`src/rtl/iowdt_pkg.sv`:
```
// Package with constants and types for the I/O port watchdog
package iowdt_pkg;

  // ---------------------------------------------------------------
  // Port decode and data
  // ---------------------------------------------------------------
  localparam int          ADDR_W          = 16;
  localparam logic [15:0] WDT_PORT_ADDR   = 16'h0443;
  localparam int          DATA_W          = 8;
  localparam logic [7:0]  WDT_INTV_MIN    = 8'h01;
  localparam logic [7:0]  WDT_INTV_MAX    = 8'h3F;
  localparam logic [5:0]  WDT_INTV_RST    = 6'h00;
  localparam logic [7:0]  RDATA_RST       = 8'h00;

  // ---------------------------------------------------------------
  // Time base
  // ---------------------------------------------------------------
  localparam int          CLK_HZ          = 50000000;
  localparam int          TICK_SEC        = 1;
  localparam int          TICK_CYCLES     = CLK_HZ * TICK_SEC;
  localparam int          TICK_W          = 26;
  localparam logic [25:0] TICK_CNT_RST    = 26'h0000000;
  localparam logic [5:0]  SEC_CNT_RST     = 6'h00;
  localparam logic [31:0] SINCE_WR_RST    = 32'h00000000;

  // Action on expiry
  localparam logic        ACT_RESET       = 1'b0;
  localparam logic        ACT_IRQ         = 1'b1;

  // ---------------------------------------------------------------
  // Types
  // ---------------------------------------------------------------
  typedef enum logic [1:0] {
    IOWDT_IDLE    = 2'b00,
    IOWDT_RUN     = 2'b01,
    IOWDT_EXPIRED = 2'b11
  } iowdt_state_t;

  typedef struct packed {
    logic [15:0] addr;
    logic [7:0]  wdata;
    logic        wr;
    logic        rd;
  } iowdt_io_t;

endpackage

```
`src/rtl/iowdt_top.sv`:
```
// I/O port watchdog timer with a one-second time base
`timescale 1ns/1ns
module iowdt_top
  import iowdt_pkg::*;
#(
  parameter int TICK_CYCLES_P = TICK_CYCLES
) (
  input  wire logic              I_REF_CLK,
  input  wire logic              I_SYS_RST,
  input  wire logic [ADDR_W-1:0] I_IO_ADDR,
  input  wire logic [DATA_W-1:0] I_IO_WDATA,
  input  wire logic              I_IO_WR,
  input  wire logic              I_IO_RD,
  input  wire logic              I_ACT_SEL,
  output logic      [DATA_W-1:0] O_IO_RDATA,
  output logic                   O_CPU_RST,
  output logic                   O_CPU_IRQ
);

  // ---------------------------------------------------------------
  // Port decode
  // ---------------------------------------------------------------
  iowdt_io_t io;
  logic      hit_wr;
  logic      hit_rd;

  assign io.addr  = I_IO_ADDR;
  assign io.wdata = I_IO_WDATA;
  assign io.wr    = I_IO_WR;
  assign io.rd    = I_IO_RD;

  function automatic logic port_hit(input logic [15:0] a);
    port_hit = (a == WDT_PORT_ADDR);
  endfunction

  // Read takes precedence over a same-cycle write
  assign hit_rd = io.rd & port_hit(io.addr);
  assign hit_wr = io.wr & port_hit(io.addr) & ~hit_rd;

  // ---------------------------------------------------------------
  // State, counters and outputs
  // ---------------------------------------------------------------
  iowdt_state_t      state_r,   state_nxt;
  logic [TICK_W-1:0] tick_r,    tick_nxt;
  logic [5:0]        sec_r,     sec_nxt;
  logic [5:0]        intv_r,    intv_nxt;
  logic [7:0]        rdata_r,   rdata_nxt;
  logic              rst_r,     rst_nxt;
  logic              irq_r,     irq_nxt;
  logic              tick_en;

  assign tick_en = (tick_r == TICK_W'(TICK_CYCLES_P - 1));

  always_comb begin
    state_nxt = state_r;
    tick_nxt  = tick_r;
    sec_nxt   = sec_r;
    intv_nxt  = intv_r;
    rdata_nxt = rdata_r;
    rst_nxt   = 1'b0;
    irq_nxt   = 1'b0;
    if (hit_rd) begin
      state_nxt = IOWDT_IDLE;
      rdata_nxt = {2'b00, intv_r};
    end else if (hit_wr) begin
      intv_nxt  = io.wdata[5:0];
      sec_nxt   = io.wdata[5:0];
      tick_nxt  = TICK_CNT_RST;
      state_nxt = IOWDT_RUN;
    end else begin
      case (state_r)
        IOWDT_IDLE: begin
          tick_nxt = TICK_CNT_RST;
        end
        IOWDT_RUN: begin
          if (tick_en) begin
            tick_nxt = TICK_CNT_RST;
            if (sec_r <= 6'h01) begin
              state_nxt = IOWDT_EXPIRED;
              sec_nxt   = SEC_CNT_RST;
              rst_nxt   = (I_ACT_SEL == ACT_RESET);
              irq_nxt   = (I_ACT_SEL == ACT_IRQ);
            end else begin
              sec_nxt = sec_r - 6'h01;
            end
          end else begin
            tick_nxt = tick_r + TICK_W'(1);
          end
        end
        IOWDT_EXPIRED: begin
          tick_nxt = TICK_CNT_RST;
        end
        default: begin
          state_nxt = IOWDT_IDLE;
        end
      endcase
    end
  end

  always_ff @(posedge I_REF_CLK or posedge I_SYS_RST) begin
    if (I_SYS_RST) begin
      state_r <= IOWDT_IDLE;
      tick_r  <= TICK_CNT_RST;
      sec_r   <= SEC_CNT_RST;
      intv_r  <= WDT_INTV_RST;
      rdata_r <= RDATA_RST;
      rst_r   <= 1'b0;
      irq_r   <= 1'b0;
    end else begin
      state_r <= state_nxt;
      tick_r  <= tick_nxt;
      sec_r   <= sec_nxt;
      intv_r  <= intv_nxt;
      rdata_r <= rdata_nxt;
      rst_r   <= rst_nxt;
      irq_r   <= irq_nxt;
    end
  end

  assign O_IO_RDATA = rdata_r;
  assign O_CPU_RST  = rst_r;
  assign O_CPU_IRQ  = irq_r;

  // Cycles spent counting since the last arming write
  logic [31:0] since_wr_r,  since_wr_nxt;

  always_comb begin
    since_wr_nxt = since_wr_r;
    if (hit_wr) begin
      since_wr_nxt = SINCE_WR_RST;
    end else if (state_r == IOWDT_RUN) begin
      since_wr_nxt = since_wr_r + 32'h00000001;
    end
  end

  always_ff @(posedge I_REF_CLK or posedge I_SYS_RST) begin
    if (I_SYS_RST) begin
      since_wr_r <= SINCE_WR_RST;
    end else begin
      since_wr_r <= since_wr_nxt;
    end
  end
endmodule
```
`config.mk`:
```
export PLATFORM = sky130hd
export DESIGN_NAME = iowdt_top
export DESIGN_NICKNAME = d
export VERILOG_FILES = /design/src/rtl/iowdt_pkg.sv /design/src/rtl/iowdt_top.sv
export SDC_FILE = /design/constraint.sdc
export NUM_CORES = 1
export LEC_CHECK = 0
export BUFFER_PORTS_ARGS = -buffer_cell sky130_fd_sc_hd__buf_4
export CAP_MARGIN = 15
export CORE_ASPECT_RATIO = 0.6
export CORE_MARGIN = 1.5
export CORE_UTILIZATION = 57
export DETAILED_ROUTE_END_ITERATION = 7
export PLACE_DENSITY = 0.87
export REMOVE_ABC_BUFFERS = 1
export SYNTH_ARGS = -nofsm -noshare
export SYNTH_HDL_FRONTEND = slang
export SYNTH_SLANG_ARGS = --single-unit
```
`constraint.sdc`:
```
create_clock -name I_REF_CLK -period 2.3 [get_ports I_REF_CLK]
set_input_delay 0.23 -clock I_REF_CLK [delete_from_list [all_inputs] [get_ports I_REF_CLK]]
set_output_delay 0.23 -clock I_REF_CLK [all_outputs]
set_load 0.02 [all_outputs]
```
==> results of run 1 <==
==> report_power, final <==
part / switching (mW) / leakage (nW) / internal (mW) / total [mW]
Combinational: 0.0365 / 0.672 / 0.0374 / 0.0739
Clock: 0.278 / 0.0645 / 0.384 / 0.661
Sequential: 0.0000688 / 0.671 / 0.843 / 0.843
Total: 0.314 / 1.41 / 1.26 / 1.58
==> state kept, by name, indices dropped and copies added, names as in the netlist <==
name / flops
tick_r: 26
O_IO_RDATA: 6
intv_r: 6
sec_r: 6
state_r: 2
O_CPU_IRQ: 1
O_CPU_RST: 1
==> timing repair <==
item	CTS	global route
setup endpoints to repair	23	1
resized for setup	1	0
pin swaps	0	1
hold buffers	1	0
setup buffers	0	2
hold endpoints to repair	4	0
==> stage by stage <==
stage	cells	setup WS, ns
CTS	379	0.141
detailed placement	370	0.0229
global placement	370	0.0901
global route	381	0.0408
floorplan	267	0.339
finish	381	0.138
==> Yosys cell counts, types with 4 or more instances <==
cell	count	share of area (%)
a21oi_1	21	3.9
a211oi_1	6	1.7
nor2_1	41	5.8
dfrtp_1	48	45
mux2_2	6	2.5
ha_1	4	1.9
nand4_1	9	2.1
xor2_1	6	2.0
buf_2	5	0.94
xnor2_1	17	5.6
o21ai_0	6	1.1
inv_1	8	1.1
nand2_1	31	4.4
nand3_1	9	1.7
nor4_1	8	1.9
==> cells by family after synthesis <==
logic type	after synthesis	synth area share [%]
and+or+nand+nor	130	26.1
DFF	48	45.1
AOI/OAI and AO/OA	43	12.1
xor gates and xnor gates	23	7.56
buffers and inverters	20	3.48
muxes	9	3.66
adders and majority gates	4	1.88
other	1	0.141
==> cell type report <==
type	instances	area (sq um)
Sequential cell	48	1200
Timing Repair Buffer	43	350
Clock buffer	7	96.3
Tap cell	63	78.8
Inverter	8	30.0
Clock inverter	1	30.0
Fill cell	350	1380
Multi-Input combinational cell	211	1380
==> path summary, 6_finish.rpt <==
check	cells past startpoint	slack, ns	to
worst max-delay path	7	0.14	tick_r[22]
worst min-delay path	2	0.08	O_CPU_RST
worst max register to register	7	0.14	tick_r[22]
worst min register to register	2	0.48	intv_r[2]
max in group asynchronous	4	1.52	tick_r[8]
min in group asynchronous	3	0.36	O_IO_RDATA[1]
==> critical path: cells and delay by family, from the launching register on <==
family	cells	cell delay [ns]
XOR/XNOR	1	0.18
AO/OA/AOI/OAI	1	0.30
adder cells (fa/ha/maj)	1	0.23
AND/OR/NAND/NOR	4	0.92
flip-flops	1	0.44
==> metal layers <==
| layer | part of all wire (%) | track usage [%] | wire (um) | up-vias |
|---|---|---|---|---|
| li1 | - | - | - | 1057 |
| met1 | 45 | 38.0 | 2860 | 1102 |
| met2 | 45 | 41.3 | 2870 | 121 |
| met3 | 8.9 | 6.01 | 571 | 13 |
| met4 | 1.3 | 8.71 | 84 | 0 |
| met5 | 0 | 0 | 0 | - |
==> impl_metrics.json, run 1 <==
{
  "status": "complete, no violations",
  "slew_viol_final": 0,
  "r2r-start": "tick_r[0]",
  "io_pins": 39,
  "worst_setup_path_start_kind": "register",
  "syn_inst": 278,
  "crit_fanout": 5,
  "die_h_um": 56.0,
  "tightest_slew_ns": 0.558,
  "max_freq_mhz": 463,
  "period_share_pct": 94.0,
  "finalClockSkew_ns": 0.00784,
  "hold_path.class": "in -> reg",
  "clk_latency_ns": 0.30,
  "ys_seq_area_share_pct": 45.1,
  "p_leak_nw": 1.41,
  "finalHoldViolCount": 0,
  "cp_slowest_cell": "dfrtp_1",
  "path_class": "reg -> reg",
  "cts.sinks": 48,
  "port_buffers": 34,
  "grt_pass1_vias": 2211,
  "cap_violations": 0,
  "cts_buffers": 5,
  "drt-total-wl_um": 6390,
  "dp_hpwl_um": 4370,
  "firstDrtPassIters": 5,
  "drt_iter0_markers": 217,
  "path_clk_slew_ns": 0.09,
  "drt-wirelength-per-cell_um": 16.8,
  "antenna_found_initial": 0,
  "n_antenna_cell": 0,
  "arrival_ns": 2.36,
  "final_cell_mix": "dfrtp_1 (48), nor2_1 (41), buf_4 (40), nand2_1 (31), a21oi_1 (20)",
  "grt_overflow": 0,
  "max-slew-margin-rel_pct": 62.8,
  "design_area_sq_mm": 0.00316,
  "critPathRequiredTime_ns": 2.50,
  "timing.final.crit_period_ns": 2.16,
  "synth_flop_cell": "dfrtp_1",
  "ys_ff_latch": 48,
  "end_kind": "register",
  "hold_start": "I_ACT_SEL",
  "cpPeakStageDelay_ns": 0.44,
  "rows": 19,
  "worst_hold_slack_ns": 0.0840,
  "area_growth_pct": 18.8,
  "ys_async_sr_fraction_pct": 100,
  "start_util_pct": 58.7,
  "fin_total_pwr_mw": 1.58,
  "dieWidth_um": 91.3,
  "dieArea_sq_mm": 0.00511,
  "drt-vias-per-instance": 6.02,
  "synth_area_sq_mm": 0.00266,
  "fin_util_pct": 69.7,
  "cp_cell_sequence": "ha_1 > nand3_2 > or2_4 > or3_4 > a2111oi_4 > xnor2_1 > nor2_2",
  "peakVddDrop_mv": 0.286,
  "drc_errors": 0,
  "ys_types": 47,
  "grt.total_usage_pct": 26.8,
  "critPathLaunch": "tick_r[0]",
  "setup_tns_ns": 0,
  "yosysWarnings": 0,
  "vias": 2293,
  "place_congestion": 0.893,
  "grt_first_pass_wirelength_um": 10700,
  "coreArea_sq_mm": 0.00454,
  "cts_buffer_depth": 2,
  "syn_area_per_cell_sq_um": 9.58,
  "layout_commonest_cell": "dfrtp_1",
  "cts_tree": "yes",
  "grt_max_degree": 45,
  "ant_nets": 0,
  "nets": 350,
  "placed_cell_area_sq_mm": 0.00301,
  "drive_above_1_share_pct": 23.6,
  "rsz0062_at_grt": "false",
  "htree_levels": 2,
  "synth_edf_count": 0,
  "cts-root-buf": "clkbuf_8",
  "power.density_mw_per_mm2": 499,
  "setup_viol": 0
}
No activity file was read; power rests on OpenSTA's default activity.
==> run 2: changes to the inputs <==
- RECOVER_POWER: not set -> 25
==> run 2 against run 1 <==
Sequential power is essentially flat. Flip-flop and latch count is the same. Fmax up 0.12%. Cell count stayed put. Combinational power down 5.4%. Non-clock buffer count stayed put. Clock-buffer cell count unchanged. Utilization decreased by 0.33 points. Clock power is essentially flat. Cell area shrank 0.47%. Wire length increased by 0.22%. Worst hold slack is essentially flat. Largest power group unchanged.
==> impl_metrics.json, run 2 (same netlist as run 1, synthesis figures left out) <==
{
  "clk_latency_ns": 0.30,
  "p_seq_share_pct": 53.5,
  "finalClockSkew_ns": 0.00783,
  "setup_viol": 0,
  "use_met2_pct": 41.3,
  "path_class": "reg -> reg",
  "critPathRequiredTime_ns": 2.50,
  "drive_above_1_share_pct": 23.3,
  "grt.total_usage_pct": 26.8,
  "cts.sinks": 48,
  "cts_buffers": 5,
  "io_pins": 39,
  "max_freq_mhz": 463,
  "final_cell_mix": "dfrtp_1 (48), nor2_1 (41), buf_4 (39), nand2_1 (31), a21oi_1 (20)",
  "dieWidth_um": 91.3,
  "peakVddDrop_mv": 0.283,
  "area_growth_pct": 18.2,
  "tightest_slew_ns": 1.08,
  "cts_buffer_depth": 2,
  "top_usage_layer": "met2",
  "power_frac_clock_pct": 42.1,
  "grt_pass1_vias": 2211,
  "power.internal_mw": 1.26,
  "n_fill_cell": 352,
  "met3_usage_pct": 6.01,
  "rows": 19,
  "end_kind": "register",
  "arrival_ns": 2.36,
  "switching_share_pct": 20.0,
  "layout_commonest_cell": "dfrtp_1",
  "timing.final.crit_period_ns": 2.16,
  "drt_iter0_markers": 217,
  "grt_use_met1_pct": 38.0,
  "largest_register_ffs": 26,
  "drt-vias-per-instance": 5.99,
  "comb_power_share_pct": 4.4,
  "drt-total-wl_um": 6400,
  "setup_tns_ns": 0,
  "drc_errors": 0,
  "n_antenna_cell": 0,
  "htree_levels": 2,
  "dieArea_sq_mm": 0.00511,
  "worst_setup_path_start_kind": "register",
  "period_share_pct": 93.9,
  "grt_max_degree": 45,
  "crit_fanout": 5,
  "p_leak_nw": 1.40,
  "die_h_um": 56.0,
  "nets": 350,
  "cap_violations": 0,
  "start_util_pct": 58.7,
  "hold_path.class": "in -> reg",
  "ant_nets": 0,
  "dp_hpwl_um": 4370,
  "finalHoldViolCount": 0,
  "grt_first_pass_wirelength_um": 10700,
  "vias": 2284,
  "coreArea_sq_mm": 0.00454,
  "power.density_mw_per_mm2": 500,
  "switchingPower_mw": 0.315,
  "slew_viol_final": 0,
  "place_congestion": 0.893,
  "firstDrtPassIters": 5,
  "rsz0062_at_grt": "false",
  "cts-root-buf": "clkbuf_8",
  "port_buffers": 34,
  "antenna_found_initial": 0,
  "path_clk_slew_ns": 0.09,
  "grt_overflow": 0,
  "cts_tree": "yes",
  "max-slew-margin-rel_pct": 28.2,
  "top_register": "tick_r",
  "status": "complete, no violations",
  "fin_total_pwr_mw": 1.58,
  "drt-wirelength-per-cell_um": 16.8
}
## run 2: cell types whose count changed in the layout (fill, tap and decap cells not counted)
| cell | before | now |
|---|---|---|
| clkbuf_4 | 0 | 1 |
| inv_1 | 7 | 8 |
| inv_2 | 1 | 0 |
| buf_12 | 2 | 1 |
| buf_4 | 40 | 39 |
| clkbuf_2 | 0 | 1 |
## run 2: final timing paths
path	end	slack (ns)	cells after the start	startpoint
max in group asynchronous	O_IO_RDATA[2]	0.69	4	I_SYS_RST
setup reg to reg	tick_r[22]	0.14	7	tick_r[0]
hold reg to reg	intv_r[1]	0.48	2	intv_r[1]
min in group asynchronous	O_IO_RDATA[1]	0.36	3	I_SYS_RST
hold / removal	O_CPU_RST	0.08	2	I_ACT_SEL
setup / recovery	tick_r[22]	0.14	7	tick_r[0]
## run 2: layer usage
| metal | vias up | wire length (um) |
|---|---|---|
| met2 | 119 | 2870 |
| met3 | 15 | 584 |
| met1 | 1094 | 2860 |
| met4 | 0 | 93 |
| li1 | 1056 | - |
| met5 | - | 0 |
## run 2: final cells by class
cell class                 instances  area, sq um  share of cell area [%]
multi-input combinational        211         1380                    43.7
sequential                        48         1200                    38.1
timing repair buffer              43          335                    10.6
tap                               63         78.8                    2.50
clock buffer                       7         96.3                    3.06
clock inverter                     1         30.0                   0.954
inverter                           8         30.0                   0.954
## run 2: power groups by stage
stage / combinational, mW / clock, mW / sequential, mW
final: 0.0699 / 0.663 / 0.843
after global routing: 0.0775 / 0.709 / 0.843
after CTS: 0.0749 / 0.671 / 0.843
after detailed placement: 0.0731 / 0 / 0.860
after global placement: 0.0708 / 0 / 0.860
after floorplan: 0.0210 / 0 / 0.860
## run 2: stage by stage
stage	area, sq um	instances	hold slack, ns	worst slack (ns)	utilization (%)
3_5_place_dp	3010	370	0.120	0.0229	66.3
3_3_place_gp	3010	370	0.121	0.0901	66.3
6_report	3150	381	0.0838	0.141	69.4
2_1_floorplan	2610	267	0.296	0.339	-
5_1_grt	3150	381	0.0840	0.0408	69.4
4_1_cts	3150	379	0.0808	0.141	69.4
## run 2: what timing repair did
| action | CTS | global route |
|---|---|---|
| hold buffers | 1 | 0 |
| hold endpoints to repair | 4 | 0 |
| gates cloned | 0 | 0 |
| pin swaps | 0 | 1 |
| setup buffers | 0 | 2 |
| setup endpoints to repair | 23 | 1 |
| gates resized for setup | 1 | 0 |
## run 2: critical path: stages, from the launching register on
cell	delay [ns]
dfrtp_1	0.44
ha_1	0.23
nand3_2	0.14
or2_4	0.31
or3_4	0.43
a2111oi_4	0.30
xnor2_1	0.18
nor2_2	0.04
==> run 3: changes to the inputs <==
- BUFFER_PORTS_ARGS: -buffer_cell sky130_fd_sc_hd__buf_4 -> -buffer_cell sky130_fd_sc_hd__clkbuf_2
- PLACE_DENSITY: 0.87 -> 0.8
==> run 3 against run 2 <==
Worst hold slack better by 0.0049 ns. Via count is 5.0% lower. Die area stayed put. Total power is 13% lower. Critical path type unchanged. First-iteration DRC count is 48% lower. Critical endpoint unchanged. Sequential share of layout area is 1.6 points higher. Worst setup slack better by 0.026 ns. Clock power is 28% lower. Wire length is 11% lower.
==> impl_metrics.json, run 3 (same netlist as run 1, synthesis figures left out) <==
{
  "status": "complete, no violations",
  "power.density_mw_per_mm2": 455,
  "cp_cell_sequence": "ha_1 > nand3_2 > or2_4 > or3_4 > a2111oi_4 > xnor2_1 > nor2_2",
  "dp_hpwl_um": 4220,
  "use_met2_pct": 35.6,
  "p_leak_nw": 1.38,
  "grt_use_met1_pct": 39.0,
  "comb_power_share_pct": 4.1,
  "end_kind": "register",
  "grt_max_degree": 49,
  "coreArea_sq_mm": 0.00454,
  "grt_pass1_vias": 2067,
  "drt-vias-per-instance": 5.71,
  "antenna_found_initial": 0,
  "vias": 2169,
  "power.internal_mw": 1.07,
  "largest_register_ffs": 26,
  "tightest_slew_ns": 1.17,
  "drive_above_1_share_pct": 23.3,
  "timing.final.crit_period_ns": 2.13,
  "ant_nets": 0,
  "path_class": "reg -> reg",
  "grt_first_pass_wirelength_um": 9980,
  "cts_tree": "yes",
  "grt.total_usage_pct": 25.3,
  "layout_commonest_cell": "dfrtp_1",
  "peakVddDrop_mv": 0.311,
  "finalHoldViolCount": 0,
  "cts.sinks": 48,
  "cts-root-buf": "clkbuf_8",
  "cpPeakStageDelay_ns": 0.43,
  "setup_tns_ns": 0,
  "htree_levels": 2,
  "critPathRequiredTime_ns": 2.50,
  "drt-total-wl_um": 5720,
  "place_congestion": 0.846,
  "slew_viol_final": 0,
  "nets": 350,
  "drt_iter0_markers": 112,
  "top_usage_layer": "met1",
  "dpl_worst_slack_ns": 0.0965,
  "rsz0062_at_grt": "false",
  "met3_usage_pct": 6.97,
  "worst_slack_ns": 0.167,
  "start_util_pct": 58.7,
  "drc_errors": 0,
  "arrival_ns": 2.33,
  "hold_buffers": 0,
  "dieWidth_um": 91.3,
  "cp_slowest_cell": "dfrtp_1",
  "cap_violations": 0,
  "finalClockSkew_ns": 0.00426,
  "max-slew-margin-rel_pct": 22.1,
  "switching_share_pct": 22.2,
  "crit_fanout": 5,
  "clk_latency_ns": 0.30,
  "area_growth_pct": 13.6,
  "cts_buffer_depth": 2,
  "final_cell_mix": "dfrtp_1 (48), nor2_1 (41), clkbuf_2 (35), nand2_1 (31), a21oi_1 (20)",
  "cts_buffers": 5,
  "io_pins": 39,
  "hold_path.class": "in -> reg",
  "max_freq_mhz": 469,
  "period_share_pct": 92.7,
  "port_buffers": 34,
  "n_antenna_cell": 0,
  "p_seq_share_pct": 61.2,
  "worst_setup_path_start_kind": "register",
  "drt-wirelength-per-cell_um": 15.1,
  "firstDrtPassIters": 4,
  "path_clk_slew_ns": 0.08,
  "power_frac_clock_pct": 34.7,
  "setup_viol": 0,
  "dieArea_sq_mm": 0.00511,
  "grt_overflow": 0,
  "rows": 19,
  "switchingPower_mw": 0.306,
  "die_h_um": 56.0,
  "top_register": "tick_r"
}
-- run 3: layer usage --
metal  up-vias  wire length [um]
met2        84              2400
met1      1039              2860
li1       1046                 -
met4         0                 0
met5         -                 0
met3         0               457
-- run 3: timing repair --
| item | in CTS | in global routing |
|---|---|---|
| gates resized for setup | 0 | 3 |
| buffers inserted | 0 | 2 |
| setup endpoints to repair | 0 | 27 |
-- run 3: through the flow --
step	util [%]	hold slack (ns)	total power, mW	area (sq um)	std cells
final	66.6	0.0887	1.38	3030	380
after global routing	66.6	0.0875	1.43	3030	380
after CTS	66.0	0.0685	1.39	3000	378
after detailed placement	64.3	0.405	0.918	2920	371
after global placement	64.3	0.403	0.916	2920	371
after floorplan	-	0.296	0.881	2610	267
-- run 3: area by class of cell --
type / instances / area (sq um)
Multi-Input combinational cell: 211 / 1390
Tap cell: 63 / 78.8
Inverter: 8 / 30.0
Timing Repair Buffer: 43 / 248
Fill cell: 377 / 1520
Clock inverter: 1 / 5.00
Clock buffer: 6 / 72.6
Sequential cell: 48 / 1200
-- run 3: power groups by stage --
stage	clock [mW]	sequential, mW	combinational (mW)
6_report	0.478	0.843	0.0558
5_1_grt	0.526	0.843	0.0632
4_1_cts	0.492	0.843	0.0578
3_5_place_dp	0	0.860	0.0576
3_3_place_gp	0	0.860	0.0557
2_1_floorplan	0	0.860	0.0210
-- run 3: worst max-delay path: cells and delay by family (launching register included) --
family          cells  cell delay (ns)
flops               1             0.43
simple gates        4             0.91
fa+ha+maj           1             0.20
compound gates      1             0.31
xor+xnor            1             0.17
-- run 3: path summary, 6_finish.rpt --
path | start | end | slack [ns] | depth (start not counted)
max in group asynchronous | I_SYS_RST | tick_r[21] | 1.32 | 3
hold reg to reg | intv_r[5] | intv_r[5] | 0.47 | 2
min in group asynchronous | I_SYS_RST | tick_r[2] | 0.27 | 3
hold / removal | I_ACT_SEL | O_CPU_RST | 0.09 | 2
setup / recovery | tick_r[0] | tick_r[22] | 0.17 | 7
setup reg to reg | tick_r[0] | tick_r[22] | 0.17 | 7
